<file path="src/include/gpx_pkg.sv">
/*
 * gpx_pkg: shared constants for the gpio port block (port setup registers,
 * data registers and logic cell registers of seven ports).
 * Assumes an 8-bit register map addressed as {port index, register index}.
 */
`default_nettype none
package gpx_pkg;
    // port count and port indices
    localparam int          GPX_NPORT  = 7;
    localparam logic [2:0]  GPX_PORT_A = 3'h0;
    localparam logic [2:0]  GPX_PORT_D = 3'h3;
    localparam logic [2:0]  GPX_PORT_E = 3'h4;

    // register indices inside one port window (address bits 3:0)
    localparam logic [3:0]  GPX_REG_FUNC_SEL  = 4'h0;
    localparam logic [3:0]  GPX_REG_DIRECTION = 4'h1;
    localparam logic [3:0]  GPX_REG_DRIVE     = 4'h2;
    localparam logic [3:0]  GPX_REG_LEVEL_IN  = 4'h3;
    localparam logic [3:0]  GPX_REG_OUT_VALUE = 4'h4;
    localparam logic [3:0]  GPX_REG_OCELL     = 4'h5;
    localparam logic [3:0]  GPX_REG_OCELL_BLK = 4'h6;
    localparam logic [3:0]  GPX_REG_ICELL     = 4'h7;
    localparam logic [3:0]  GPX_REG_EN_STATUS = 4'h8;

    // which ports own which register, bit n = port n (A..G)
    localparam logic [6:0]  GPX_HAS_FUNC_SEL  = 7'h70;
    localparam logic [6:0]  GPX_HAS_DRIVE     = 7'h5B;
    localparam logic [6:0]  GPX_HAS_OCELL     = 7'h03;
    localparam logic [6:0]  GPX_HAS_ICELL     = 7'h07;
    localparam logic [6:0]  GPX_HAS_ARRAY_OE  = 7'h27;

    // implemented pins per port; port d has four
    localparam logic [7:0]  GPX_PINS_FULL     = 8'hFF;
    localparam logic [7:0]  GPX_PINS_PORT_D   = 8'h0F;

    // reset values and the answer of an unmapped location
    localparam logic [7:0]  GPX_CFG_RESET     = 8'h00;
    localparam logic [7:0]  GPX_READ_NONE     = 8'h00;

    // dedicated roles of the port d pins
    localparam int          GPX_ROLE_ASTROBE  = 0;
    localparam int          GPX_ROLE_LCLK     = 1;
    localparam int          GPX_ROLE_CSEL     = 2;
    localparam int          GPX_ROLE_HBWE     = 3;
endpackage
`default_nettype wire

</file>
<file path="src/hdl/gpx_port_regs.sv">
/*
 * gpx_port_regs: seven gpio ports with setup, data and logic cell registers,
 * host register access and reset-pattern drive of the host data bus.
 * Assumes host strobes and pin levels are synchronous to clk, and that the
 * logic array sits outside and hands in its enables and cell next values.
 */
// Summary of operation
// - reset-pattern enabled: drive pattern on host data bus during reset, no bus cycle.
// - after reset release the data bus returns to ordinary operation.
// - programming shares port e pins; when active, port e drivers release.
// - function select bit 0 gives host io, 1 gives latched address; ports e,f,g.
// - every port setup register clears to zero at power-up.
// - bit n of each port register belongs to pin n of that port.
// - direction 1 makes an output, 0 an input; all inputs after reset.
// - on ports with array enables, direction or array enable makes an output.
// - port d keeps only the four low direction and drive bits.
// - drive bit 1 gives open drain, 0 push-pull; five ports only.
// - level-in read returns the live pin levels.
// - output value stored, driven on enabled pins, read back.
// - cell read returns outputs; write loads cells not blocked.
// - block bit 1 stops host loads into that cell; resets to 0.
// - input cells capture pins, feed the array, read by host.
// - enable status reads 1 per enabled pin (open drain high included), 0 per disabled pin.
// - registers reached by host read/write cycles at fixed offsets.
// - chip select high disables the register block.
// - port d pins give strobe, logic clock, chip select, high byte write.
`default_nettype none
module gpx_port_regs
    import gpx_pkg::*;
#(
    parameter logic [15:0] RESET_PATTERN    = 16'h0000,
    parameter logic        RESET_PATTERN_EN = 1'b0
) (
    input  wire logic                          clk,
    input  wire logic                          arst_n,
    input  wire logic                          host_sel,
    input  wire logic [7:0]                    host_addr,
    input  wire logic [7:0]                    host_wdata,
    input  wire logic                          host_wr,
    input  wire logic                          host_rd,
    output logic      [15:0]                   host_dout,
    output logic                               host_dout_oe_n,
    input  wire logic [GPX_NPORT-1:0][7:0]     pin_in,
    output logic      [GPX_NPORT-1:0][7:0]     pin_out,
    output logic      [GPX_NPORT-1:0][7:0]     pin_oe_n,
    input  wire logic [GPX_NPORT-1:0][7:0]     array_oe,
    input  wire logic [GPX_NPORT-1:0][7:0]     latched_addr,
    input  wire logic [1:0][7:0]               cell_next,
    output logic      [1:0][7:0]               out_cell,
    output logic      [2:0][7:0]               in_cell,
    input  wire logic                          in_circuit_programming,
    output logic                               address_strobe_in,
    output logic                               logic_clock_in,
    output logic                               chip_select_in,
    output logic                               high_byte_write_enable
);

    // implemented pin mask of a port
    function automatic logic [7:0] pin_mask(input logic [2:0] port);
        pin_mask = (port == GPX_PORT_D) ? GPX_PINS_PORT_D : GPX_PINS_FULL;
    endfunction

    // whether a port owns a register kind
    function automatic logic port_has(input logic [6:0] map, input logic [2:0] port);
        port_has = map[port];
    endfunction

    logic [GPX_NPORT-1:0][7:0] func_sel;
    logic [GPX_NPORT-1:0][7:0] direction;
    logic [GPX_NPORT-1:0][7:0] drive_od;
    logic [GPX_NPORT-1:0][7:0] out_value;
    logic [1:0][7:0]           cell_block;
    logic [GPX_NPORT-1:0][7:0] next_func_sel;
    logic [GPX_NPORT-1:0][7:0] next_direction;
    logic [GPX_NPORT-1:0][7:0] next_drive_od;
    logic [GPX_NPORT-1:0][7:0] next_out_value;
    logic [1:0][7:0]           next_cell_block;
    logic [1:0][7:0]           next_out_cell;
    logic [2:0][7:0]           next_in_cell;
    logic [GPX_NPORT-1:0][7:0] drive_en;
    logic                      wr_pending;
    logic [7:0]                wr_addr;
    logic [7:0]                wr_data;
    logic                      next_wr_pending;
    logic [7:0]                next_wr_addr;
    logic [7:0]                next_wr_data;
    logic                      lclk_prev;
    logic                      commit;
    logic [2:0]                wr_port;
    logic [3:0]                wr_reg;
    logic [2:0]                rd_port;
    logic [3:0]                rd_reg;
    logic [7:0]                rd_data;
    logic                      rd_active;

    // dedicated port d roles, straight from the pins
    assign address_strobe_in      = pin_in[GPX_PORT_D][GPX_ROLE_ASTROBE];
    assign logic_clock_in         = pin_in[GPX_PORT_D][GPX_ROLE_LCLK];
    assign chip_select_in         = pin_in[GPX_PORT_D][GPX_ROLE_CSEL];
    assign high_byte_write_enable = pin_in[GPX_PORT_D][GPX_ROLE_HBWE];

    // write capture: address and data follow the bus while the strobe is high,
    // committed on its falling edge so a slow host settles first
    always_comb begin
        next_wr_pending = host_wr && host_sel && !chip_select_in;
        next_wr_addr    = wr_addr;
        next_wr_data    = wr_data;
        if (next_wr_pending) begin
            next_wr_addr = host_addr;
            next_wr_data = host_wdata;
        end
    end

    always_ff @(posedge clk or negedge arst_n) begin
        if (!arst_n) begin
            wr_pending <= 1'b0;
            wr_addr    <= 8'h00;
            wr_data    <= 8'h00;
            lclk_prev  <= 1'b0;
        end else begin
            wr_pending <= next_wr_pending;
            wr_addr    <= next_wr_addr;
            wr_data    <= next_wr_data;
            lclk_prev  <= logic_clock_in;
        end
    end

    // chip select rising mid-strobe cancels the write
    assign commit  = wr_pending && !host_wr && !chip_select_in;
    assign wr_port = wr_addr[6:4];
    assign wr_reg  = wr_addr[3:0];

    // setup and data register updates
    always_comb begin
        next_func_sel   = func_sel;
        next_direction  = direction;
        next_drive_od   = drive_od;
        next_out_value  = out_value;
        next_cell_block = cell_block;
        if (commit && !wr_addr[7] && (32'(wr_port) < GPX_NPORT)) begin
            case (wr_reg)
                GPX_REG_FUNC_SEL: begin
                    if (port_has(GPX_HAS_FUNC_SEL, wr_port)) begin
                        next_func_sel[wr_port] = wr_data;
                    end
                end
                GPX_REG_DIRECTION: begin
                    next_direction[wr_port] = wr_data & pin_mask(wr_port);
                end
                GPX_REG_DRIVE: begin
                    if (port_has(GPX_HAS_DRIVE, wr_port)) begin
                        next_drive_od[wr_port] = wr_data & pin_mask(wr_port);
                    end
                end
                GPX_REG_OUT_VALUE: begin
                    next_out_value[wr_port] = wr_data & pin_mask(wr_port);
                end
                GPX_REG_OCELL_BLK: begin
                    if (port_has(GPX_HAS_OCELL, wr_port)) begin
                        next_cell_block[wr_port[0]] = wr_data;
                    end
                end
                default: begin
                end
            endcase
        end
    end

    always_ff @(posedge clk or negedge arst_n) begin
        if (!arst_n) begin
            func_sel   <= '0;
            direction  <= '0;
            drive_od   <= '0;
            out_value  <= '0;
            cell_block <= '0;
        end else begin
            func_sel   <= next_func_sel;
            direction  <= next_direction;
            drive_od   <= next_drive_od;
            out_value  <= next_out_value;
            cell_block <= next_cell_block;
        end
    end

    // output cells: array loads on the logic clock rising edge,
    // host write loads unblocked bits and wins over the array load
    always_comb begin
        next_out_cell = out_cell;
        if (logic_clock_in && !lclk_prev) begin
            next_out_cell = cell_next;
        end
        for (int c = 0; c < 2; c++) begin
            if (commit && !wr_addr[7] && wr_reg == GPX_REG_OCELL && wr_port == 3'(c)) begin
                next_out_cell[c] = (wr_data & ~cell_block[c])
                                 | (next_out_cell[c] & cell_block[c]);
            end
        end
    end

    // input cells follow the pins while the address strobe is high
    always_comb begin
        next_in_cell = in_cell;
        if (address_strobe_in) begin
            next_in_cell = pin_in[2:0];
        end
    end

    always_ff @(posedge clk or negedge arst_n) begin
        if (!arst_n) begin
            out_cell <= '0;
            in_cell  <= '0;
        end else begin
            out_cell <= next_out_cell;
            in_cell  <= next_in_cell;
        end
    end

    // pin drivers, one bit per pin of the same port
    always_comb begin
        for (int p = 0; p < GPX_NPORT; p++) begin
            drive_en[p] = direction[p];
            if (port_has(GPX_HAS_ARRAY_OE, 3'(p))) begin
                drive_en[p] = direction[p] | array_oe[p];
            end
            if (3'(p) == GPX_PORT_E && in_circuit_programming) begin
                drive_en[p] = 8'h00;
            end
            drive_en[p] = drive_en[p] & pin_mask(3'(p));
            for (int b = 0; b < 8; b++) begin
                // address out replaces host data on selected pins
                pin_out[p][b] = func_sel[p][b] ? latched_addr[p][b]
                                               : out_value[p][b];
                if (drive_od[p][b]) begin
                    // open drain only pulls low; high is left to the pull-up
                    pin_oe_n[p][b] = !(drive_en[p][b] && !pin_out[p][b]);
                    pin_out[p][b]  = 1'b0;
                end else begin
                    pin_oe_n[p][b] = !drive_en[p][b];
                end
            end
        end
    end

    // read decode, combinational while the read strobe is high
    assign rd_port   = host_addr[6:4];
    assign rd_reg    = host_addr[3:0];
    assign rd_active = host_rd && host_sel && !chip_select_in;

    always_comb begin
        rd_data = GPX_READ_NONE;
        if (!host_addr[7] && (32'(rd_port) < GPX_NPORT)) begin
            case (rd_reg)
                GPX_REG_FUNC_SEL: begin
                    if (port_has(GPX_HAS_FUNC_SEL, rd_port)) begin
                        rd_data = func_sel[rd_port];
                    end
                end
                GPX_REG_DIRECTION: begin
                    rd_data = direction[rd_port];
                end
                GPX_REG_DRIVE: begin
                    if (port_has(GPX_HAS_DRIVE, rd_port)) begin
                        rd_data = drive_od[rd_port];
                    end
                end
                GPX_REG_LEVEL_IN: begin
                    rd_data = pin_in[rd_port] & pin_mask(rd_port);
                end
                GPX_REG_OUT_VALUE: begin
                    rd_data = out_value[rd_port];
                end
                GPX_REG_OCELL: begin
                    if (port_has(GPX_HAS_OCELL, rd_port)) begin
                        rd_data = out_cell[rd_port[0]];
                    end
                end
                GPX_REG_OCELL_BLK: begin
                    if (port_has(GPX_HAS_OCELL, rd_port)) begin
                        rd_data = cell_block[rd_port[0]];
                    end
                end
                GPX_REG_ICELL: begin
                    if (port_has(GPX_HAS_ICELL, rd_port)) begin
                        rd_data = in_cell[rd_port[1:0]];
                    end
                end
                GPX_REG_EN_STATUS: begin
                    if (port_has(GPX_HAS_ARRAY_OE, rd_port)) begin
                        rd_data = drive_en[rd_port];
                    end
                end
                default: begin
                    rd_data = GPX_READ_NONE;
                end
            endcase
        end
    end

    // host data bus: reset pattern only while reset holds and the bus is idle,
    // so the host's own reset-time sampling sees the pattern on all sixteen lines
    always_comb begin
        host_dout      = {8'h00, rd_data};
        host_dout_oe_n = !rd_active;
        if (!arst_n && RESET_PATTERN_EN && !host_rd && !host_wr) begin
            host_dout      = RESET_PATTERN;
            host_dout_oe_n = 1'b0;
        end
    end

endmodule
`default_nettype wire

</file>
<file path="config.mk">
export PLATFORM = sky130hd
export DESIGN_NAME = gpx_port_regs
export DESIGN_NICKNAME = d
export VERILOG_FILES = /design/src/include/gpx_pkg.sv /design/src/hdl/gpx_port_regs.sv
export SDC_FILE = /design/constraint.sdc
export NUM_CORES = 1
export LEC_CHECK = 0
export ABC_AREA = 1
export BUFFER_PORTS_ARGS = -buffer_cell sky130_fd_sc_hd__buf_2
export CAP_MARGIN = 10
export CORE_MARGIN = 1
export CORE_UTILIZATION = 50
export CTS_BUF_LIST = sky130_fd_sc_hd__clkbuf_4 sky130_fd_sc_hd__clkbuf_8 sky130_fd_sc_hd__clkbuf_16
export CTS_CLUSTER_DIAMETER = 30
export DETAILED_ROUTE_END_ITERATION = 12
export PLACE_DENSITY = 0.87
export SLEW_MARGIN = 20
export SYNTH_ARGS = -nofsm -noshare
export SYNTH_HDL_FRONTEND = slang
export SYNTH_SLANG_ARGS = --single-unit
</file>
<file path="constraint.sdc">
create_clock -name clk -period 3.1 [get_ports clk]
set_input_delay 0.93 -clock clk [delete_from_list [all_inputs] [get_ports clk]]
set_output_delay 0.93 -clock clk [all_outputs]
set_load 0.01 [all_outputs]
</file>
==> out/qor.csv, run 1 <==
metric;value;unit
arrival;2490;ps
ys_warn_count;0;
critPathMaxStageDelay;230;ps
finClkSkew;18.58;ps
dpl-instance-area;19110;µm²
comb_power_share;13.9;%
cts_buffer_depth;3;
num_vias;18266;
chipWidth;182.8;µm
fillers;2506;
crit_chain;buf_12 > nor2_4 > buf_6 > clkbuf_16 > nand2_1 > nand3_1 > nand2_2 > nand2_2 > nor2_2 > nand2_2 > inv_2 > a21oi_4 > buf_6;
overflow;0;
wl_per_cell;21.33;µm
rsz0062_at_grt;true;
seqPwrFrac;30.3;%
clk_latency;580;ps
ctsRootBufferMaster;clkbuf_16;
grt_max_degree;73;
setup_viol;8;
synth_top_area_cell;dfrtp_1;
synth_cell_types;33;
drc_errors;0;
grt_use_met2;61.65;%
slew_violations;0;
ir_drop;460.7;µV
synth_top_area_share;45.63;%
ys_async_sr_fraction;100.0;%
place_inst;3041;
numCtsBuffers;71;
postSynthAreaPerCell;7.121;µm²
yosysMostFrequentCell;nand2_1;
slew_headroom;47.25;%
failed_checks;negative setup slack;
ys_top_cells_by_area;dfrtp_1 46%, nand2_1 15%, o21ai_0 7.4%, inv_1 6.4%, nor2_1 5.9%;
grt_util_all_layers;40.28;%
cp.required;2170;ps
synth.top_cells.by_count;666 x nand2_1, 298 x dfrtp_1, 279 x inv_1;
status;finished with violations;
yosysSeqAreaShare;45.63;%
p_per_area;624.3;nW/µm²
start_kind;input pin;
met3_usage;8.896;%
internal-power;10220;µW
clkPwrFrac;55.9;%
grt_pass1_wl;100300;µm
die-height;182.8;µm
fin_util;70.72;%
hold_viol;0;
path_common_cell;nand2_2;
synth_seq_cells;298;
tritoncts;built;
stdcell_count;3187;
routabilityCongestion;1.064;
cts_htree_levels;3;
synth_edf_count;0;
synth.cell_area;16340;µm²
power;14070;µW
first_pass_iters;8;
worst-path-max-fanout;8;
clkSinkCount;298;
gr-usage-met1;51.80;%
hold_buffers;0;
port_buffers;338;
coreArea;31880;µm²
vias_per_cell;5.731;
drive_above_1_share;29.30;%
fp.dieArea;33410;µm²
antenna_found_initial;1;
max_freq;292.7;MHz
areaGrowthSynthToFinish;37.97;%
fin_crit;3417;ps
initial_core_util;51.26;%
p_leak;0.01156;µW
syn_inst;2295;
nets;2902;
postLayoutCellArea;22550;µm²
fin_ws;-316.6;ps
swShare;27.36;%
tightest_slew;790.4;ps
tns;-2219;ps
end_kind;output pin;
gr-max-usage-layer;met2;
p_switching;3850;µW
path_class;in -> out;
synth-main-ff-cell;dfrtp_1;
std_cell_rows;65;
grt_pass1_vias;17636;
cts.clk_slew.worst_paths;40;ps
hpwl;48640;µm
io_pins;379;
wirelength;67990;µm
max_cap_viol_count;0;
antenna_left;0;
hp-class;in -> async;
drtIter0Drc;2450;
slowest_stage;nor2_4;
fin_crit_sh;110.2;%
## area by class of cell
class	count	area, µm²	area share (%)
Clock inverter	34	494.2	2.192
Tap cell	435	544.3	2.414
Antenna cell	1	2.502	0.01110
Timing Repair Buffer	481	3306	14.66
Clock buffer	94	2049	9.090
Sequential cell	298	7457	33.07
Multi-Input combinational cell	1558	7609	33.75
Inverter	286	1085	4.811
## cell families (layout without fill, tap and decap cells)
group	count (synthesis)	in the layout	share of synthesized area (%)
AO/OA/AOI/OAI	389	389	12.44
buffers and inverters	449	895	11.10
flip-flops	298	298	45.63
multiplexers	40	40	2.733
other	2	13	0.04596
AND/OR/NAND/NOR	1117	1117	28.05
## metal layers
metal | wire length, µm | share of wire, % | vias up
met1 | 25540 | 38 | 8537
met3 | 7615 | 11 | 320
met2 | 29910 | 44 | 1422
li1 | - | - | 7987
met5 | 0 | 0 | -
met4 | 4919 | 7.2 | 0
## timing repair
action	4_1_cts	5_1_grt
cloned	5	6
setup endpoints to repair	8	8
pin swaps	34	75
buffers inserted	14	1
gates resized for setup	73	118
## state kept, by name, indices dropped and copies added, names as in the netlist
signal	cells
wr_addr	8
out_cell	16
lclk_prev	1
in_cell	24
drive_od	56
wr_data	8
wr_pending	1
out_value	56
func_sel	56
cell_block	16
direction	56
## cells in the final DEF (no fill, tap or decap), types with 11 or more instances in the layout
cell / instances
clkbuf_8: 16
nand2_2: 40
a21oi_1: 51
o21ai_1: 56
nand3_1: 123
nand3_2: 22
dfrtp_1: 298
buf_6: 22
clkinv_2: 11
conb_1: 12
clkbuf_16: 76
o31ai_1: 16
nand2_1: 617
nor2_4: 21
nor2_2: 30
inv_1: 274
mux2_2: 37
nor2_1: 224
buf_12: 26
buf_2: 329
o21ai_0: 237
buf_4: 96
## worst paths after layout
path / start / to / slack [ps] / cells past startpoint
setup reg to reg: wr_addr[6]$_DFFE_PN0P_ / func_sel[37]$_DFFE_PN0P_ / 870 / 5
setup / recovery: host_addr[4] / host_dout[3] / -320 / 13
min in group clk: func_sel[29]$_DFFE_PN0P_ / func_sel[29]$_DFFE_PN0P_ / 400 / 0
max in group asynchronous: arst_n / in_cell[12]$_DFFE_PN0P_ / 1860 / 2
hold / removal: arst_n / out_cell[10]$_DFF_PN0_ / 330 / 1
hold reg to reg: func_sel[29]$_DFFE_PN0P_ / func_sel[29]$_DFFE_PN0P_ / 400 / 0
## metrics by stage
step	setup slack (ps)	hold WS, ps
3_5_place_dp	-515.4	388.1
5_1_grt	-356.9	380.1
6_report	-316.6	334.4
3_3_place_gp	-552.8	385.2
4_1_cts	-297.0	360.3
2_1_floorplan	14.47	436.1
## worst max-delay path: cells and delay by family
family,cells,cell delay (ps)
AOI/OAI and AO/OA,1,190
buffers and inverters,5,660
and+or+nand+nor,7,680
## power groups by stage
stage	sequential (µW)	clock (µW)	combinational [µW]
after floorplan	4270	0	828
after global placement	4290	0	1720
after detailed placement	4300	0	1740
after CTS	4250	7860	1840
after global routing	4270	8060	2060
final	4260	7860	1950
(Power assumes the default switching activity.)
==> inputs of run 2 (changes only) <==
BUFFER_PORTS_ARGS = unset   (was -buffer_cell sky130_fd_sc_hd__buf_2)
DONT_BUFFER_PORTS = 1   (was unset)
PLACE_DENSITY = 0.77   (was 0.87)
==> out/qor.csv, run 2 (synthesis gave the netlist of run 1 again) <==
metric;value;unit;change
grt_max_degree;299;;+310%
vias_per_cell;5.718;;-0.23%
wirelength;63440;µm;-6.7%
failed_checks;negative setup slack;;
p_leak;0.01000;µW;-13%
slew_violations;0;;unchanged
setup_viol;8;;unchanged
reg2reg_depth;5;;unchanged
postLayoutCellArea;20270;µm²;-10%
coreArea;31880;µm²;unchanged
ir_drop;621.6;µV;+35%
drc_errors;0;;unchanged
overflow;0;;unchanged
fin_crit_sh;106.8;%;-3.4 points
path_common_cell;nand2_1;;
hold_viol;0;;unchanged
num_vias;16223;;-11%
critPathMaxStageDelay;190;ps;-40 ps
tritoncts;built;;
grt_pass1_vias;15656;;-11%
drive_above_1_share;15.85;%;-13 points
tightest_slew;826.4;ps;+36.05 ps
gr-max-usage-layer;met2;;
met3_usage;11.36;%;+2.5 points
worst-path-max-fanout;77;;+69
drtIter0Drc;1935;;-21%
hp-class;in -> async;;
port_buffers;0;;-100%
tns;-1231;ps;+988.7 ps
routabilityCongestion;1.025;;-3.7%
layout_commonest_cell;nand2_1;;
numCtsBuffers;76;;+7.0%
regToRegStartpoint;wr_addr[6]$_DFFE_PN0P_;;
slowest_stage;nor2_4;;
rrSetupSlack;860;ps;about the same
max_cap_viol_count;0;;unchanged
io_pins;379;;unchanged
first_pass_iters;6;;-2
cts_buffer_depth;3;;unchanged
grt_pass1_wl;94110;µm;-6.2%
die-height;182.8;µm;unchanged
gr-usage-met1;48.66;%;-3.1 points
crit_chain;nor2_4 > buf_6 > clkbuf_16 > nand2_1 > nand2_1 > nor2_1 > nor2_1 > nand2_1 > nand2_1 > nor2_1 > a21oi_1 > buf_4 > buf_4;;
initial_core_util;51.26;%;unchanged
finClkSkew;36.86;ps;+18.29 ps
cts_htree_levels;3;;unchanged
finalHoldWorstSlack;54.16;ps;-280.3 ps
start_kind;input pin;;
ctsRootBufferMaster;clkbuf_16;;
antenna_found_initial;5;;+4
clk_latency;600;ps;+20 ps
clkSinkCount;298;;unchanged
max_freq;302.0;MHz;+3.2%
crit_buf_inv;4;;-1
arrival;2380;ps;-110 ps
p_per_area;685.1;nW/µm²;+9.7%
std_cell_rows;65;;unchanged
rsz0062_at_grt;true;;
cp_top_family;simple AND/OR/NAND/NOR gates;;
chipWidth;182.8;µm;unchanged
cts.clk_slew.worst_paths;40;ps;about the same
status;finished with violations;;
fin_ws;-211.0;ps;+105.7 ps
fin_util;63.57;%;-7.2 points
wl_per_cell;22.36;µm;+4.8%
cp.required;2170;ps;about the same
layout_common_cells;649 x nand2_1, 298 x dfrtp_1, 279 x inv_1, 243 x nor2_1, 239 x o21ai_0;;
slew_headroom;44.48;%;-2.8 points
power;13880;µW;-1.4%
fp.dieArea;33410;µm²;unchanged
end_kind;output pin;;
hold_buffers;0;;unchanged
grt_use_met2;57.18;%;-4.5 points
r2r-end;drive_od[39]$_DFFE_PN0P_;;
hpwl;44710;µm;-8.1%
fin_crit;3311;ps;-105.7 ps
areaGrowthSynthToFinish;24.01;%;
dpl-instance-area;17080;µm²;-11%
antenna_left;0;;unchanged
path_class;in -> out;;
grt_util_all_layers;38.10;%;-2.2 points
nets;2541;;-12%
-- run 2: power breakdown --
| part | internal, µW | switching, µW |
|---|---|---|
| sequential | 4080 | 212 |
| combinational | 432 | 950 |
| clock | 5550 | 2660 |
| total | 10100 | 3820 |
-- run 2: layout make-up --
class | instances | area [µm²]
antenna | 5 | 12.51
clock buffer | 93 | 2097
clock inverter | 47 | 601.8
fill | 2723 | 11610
inverter | 286 | 1081
multi-input combinational | 1558 | 7296
sequential | 298 | 7457
tap | 435 | 544.3
timing repair buffer | 115 | 1176
-- run 2: worst max path at each step --
stage,start,end,slack (ps),depth (start not counted)
2_1_floorplan,host_addr[4],host_dout[0],10,11
3_3_place_gp,host_addr[5],host_dout[2],-240,12
3_5_place_dp,host_addr[4],host_dout[2],-240,12
6_report,host_addr[4],host_dout[4],-210,13
4_1_cts,host_addr[5],host_dout[2],-120,13
5_1_grt,host_addr[4],host_dout[0],-210,13
-- run 2: repair_timing --
item / 4_1_cts / 5_1_grt
cloned: 5 / 2
gates resized for setup: 40 / 31
endpoints found under the setup margin: 8 / 8
pin swaps: 5 / 25
setup buffers: 9 / 6
-- run 2: worst reg2reg max path, stage by stage, from the launching register on --
cell and delay [ps]:
dfrtp_1 460, inv_2 120, nor3_1 650, nand3_2 560
nand2_1 210, o21ai_0 120
-- run 2: per-layer routing --
layer / part of all wire [%] / vias up
met1: 38 / 7601
met3: 12 / 211
li1: - / 7300
met4: 6.2 / 0
met5: 0 / -
met2: 44 / 1111
-- run 2: per-stage QoR --
stage,std cells,setup WS [ps]
3_3_place_gp,2675,-237.7
5_1_grt,2837,-212.0
2_1_floorplan,2305,14.47
6_report,2837,-211.0
4_1_cts,2829,-115.1
3_5_place_dp,2675,-241.8
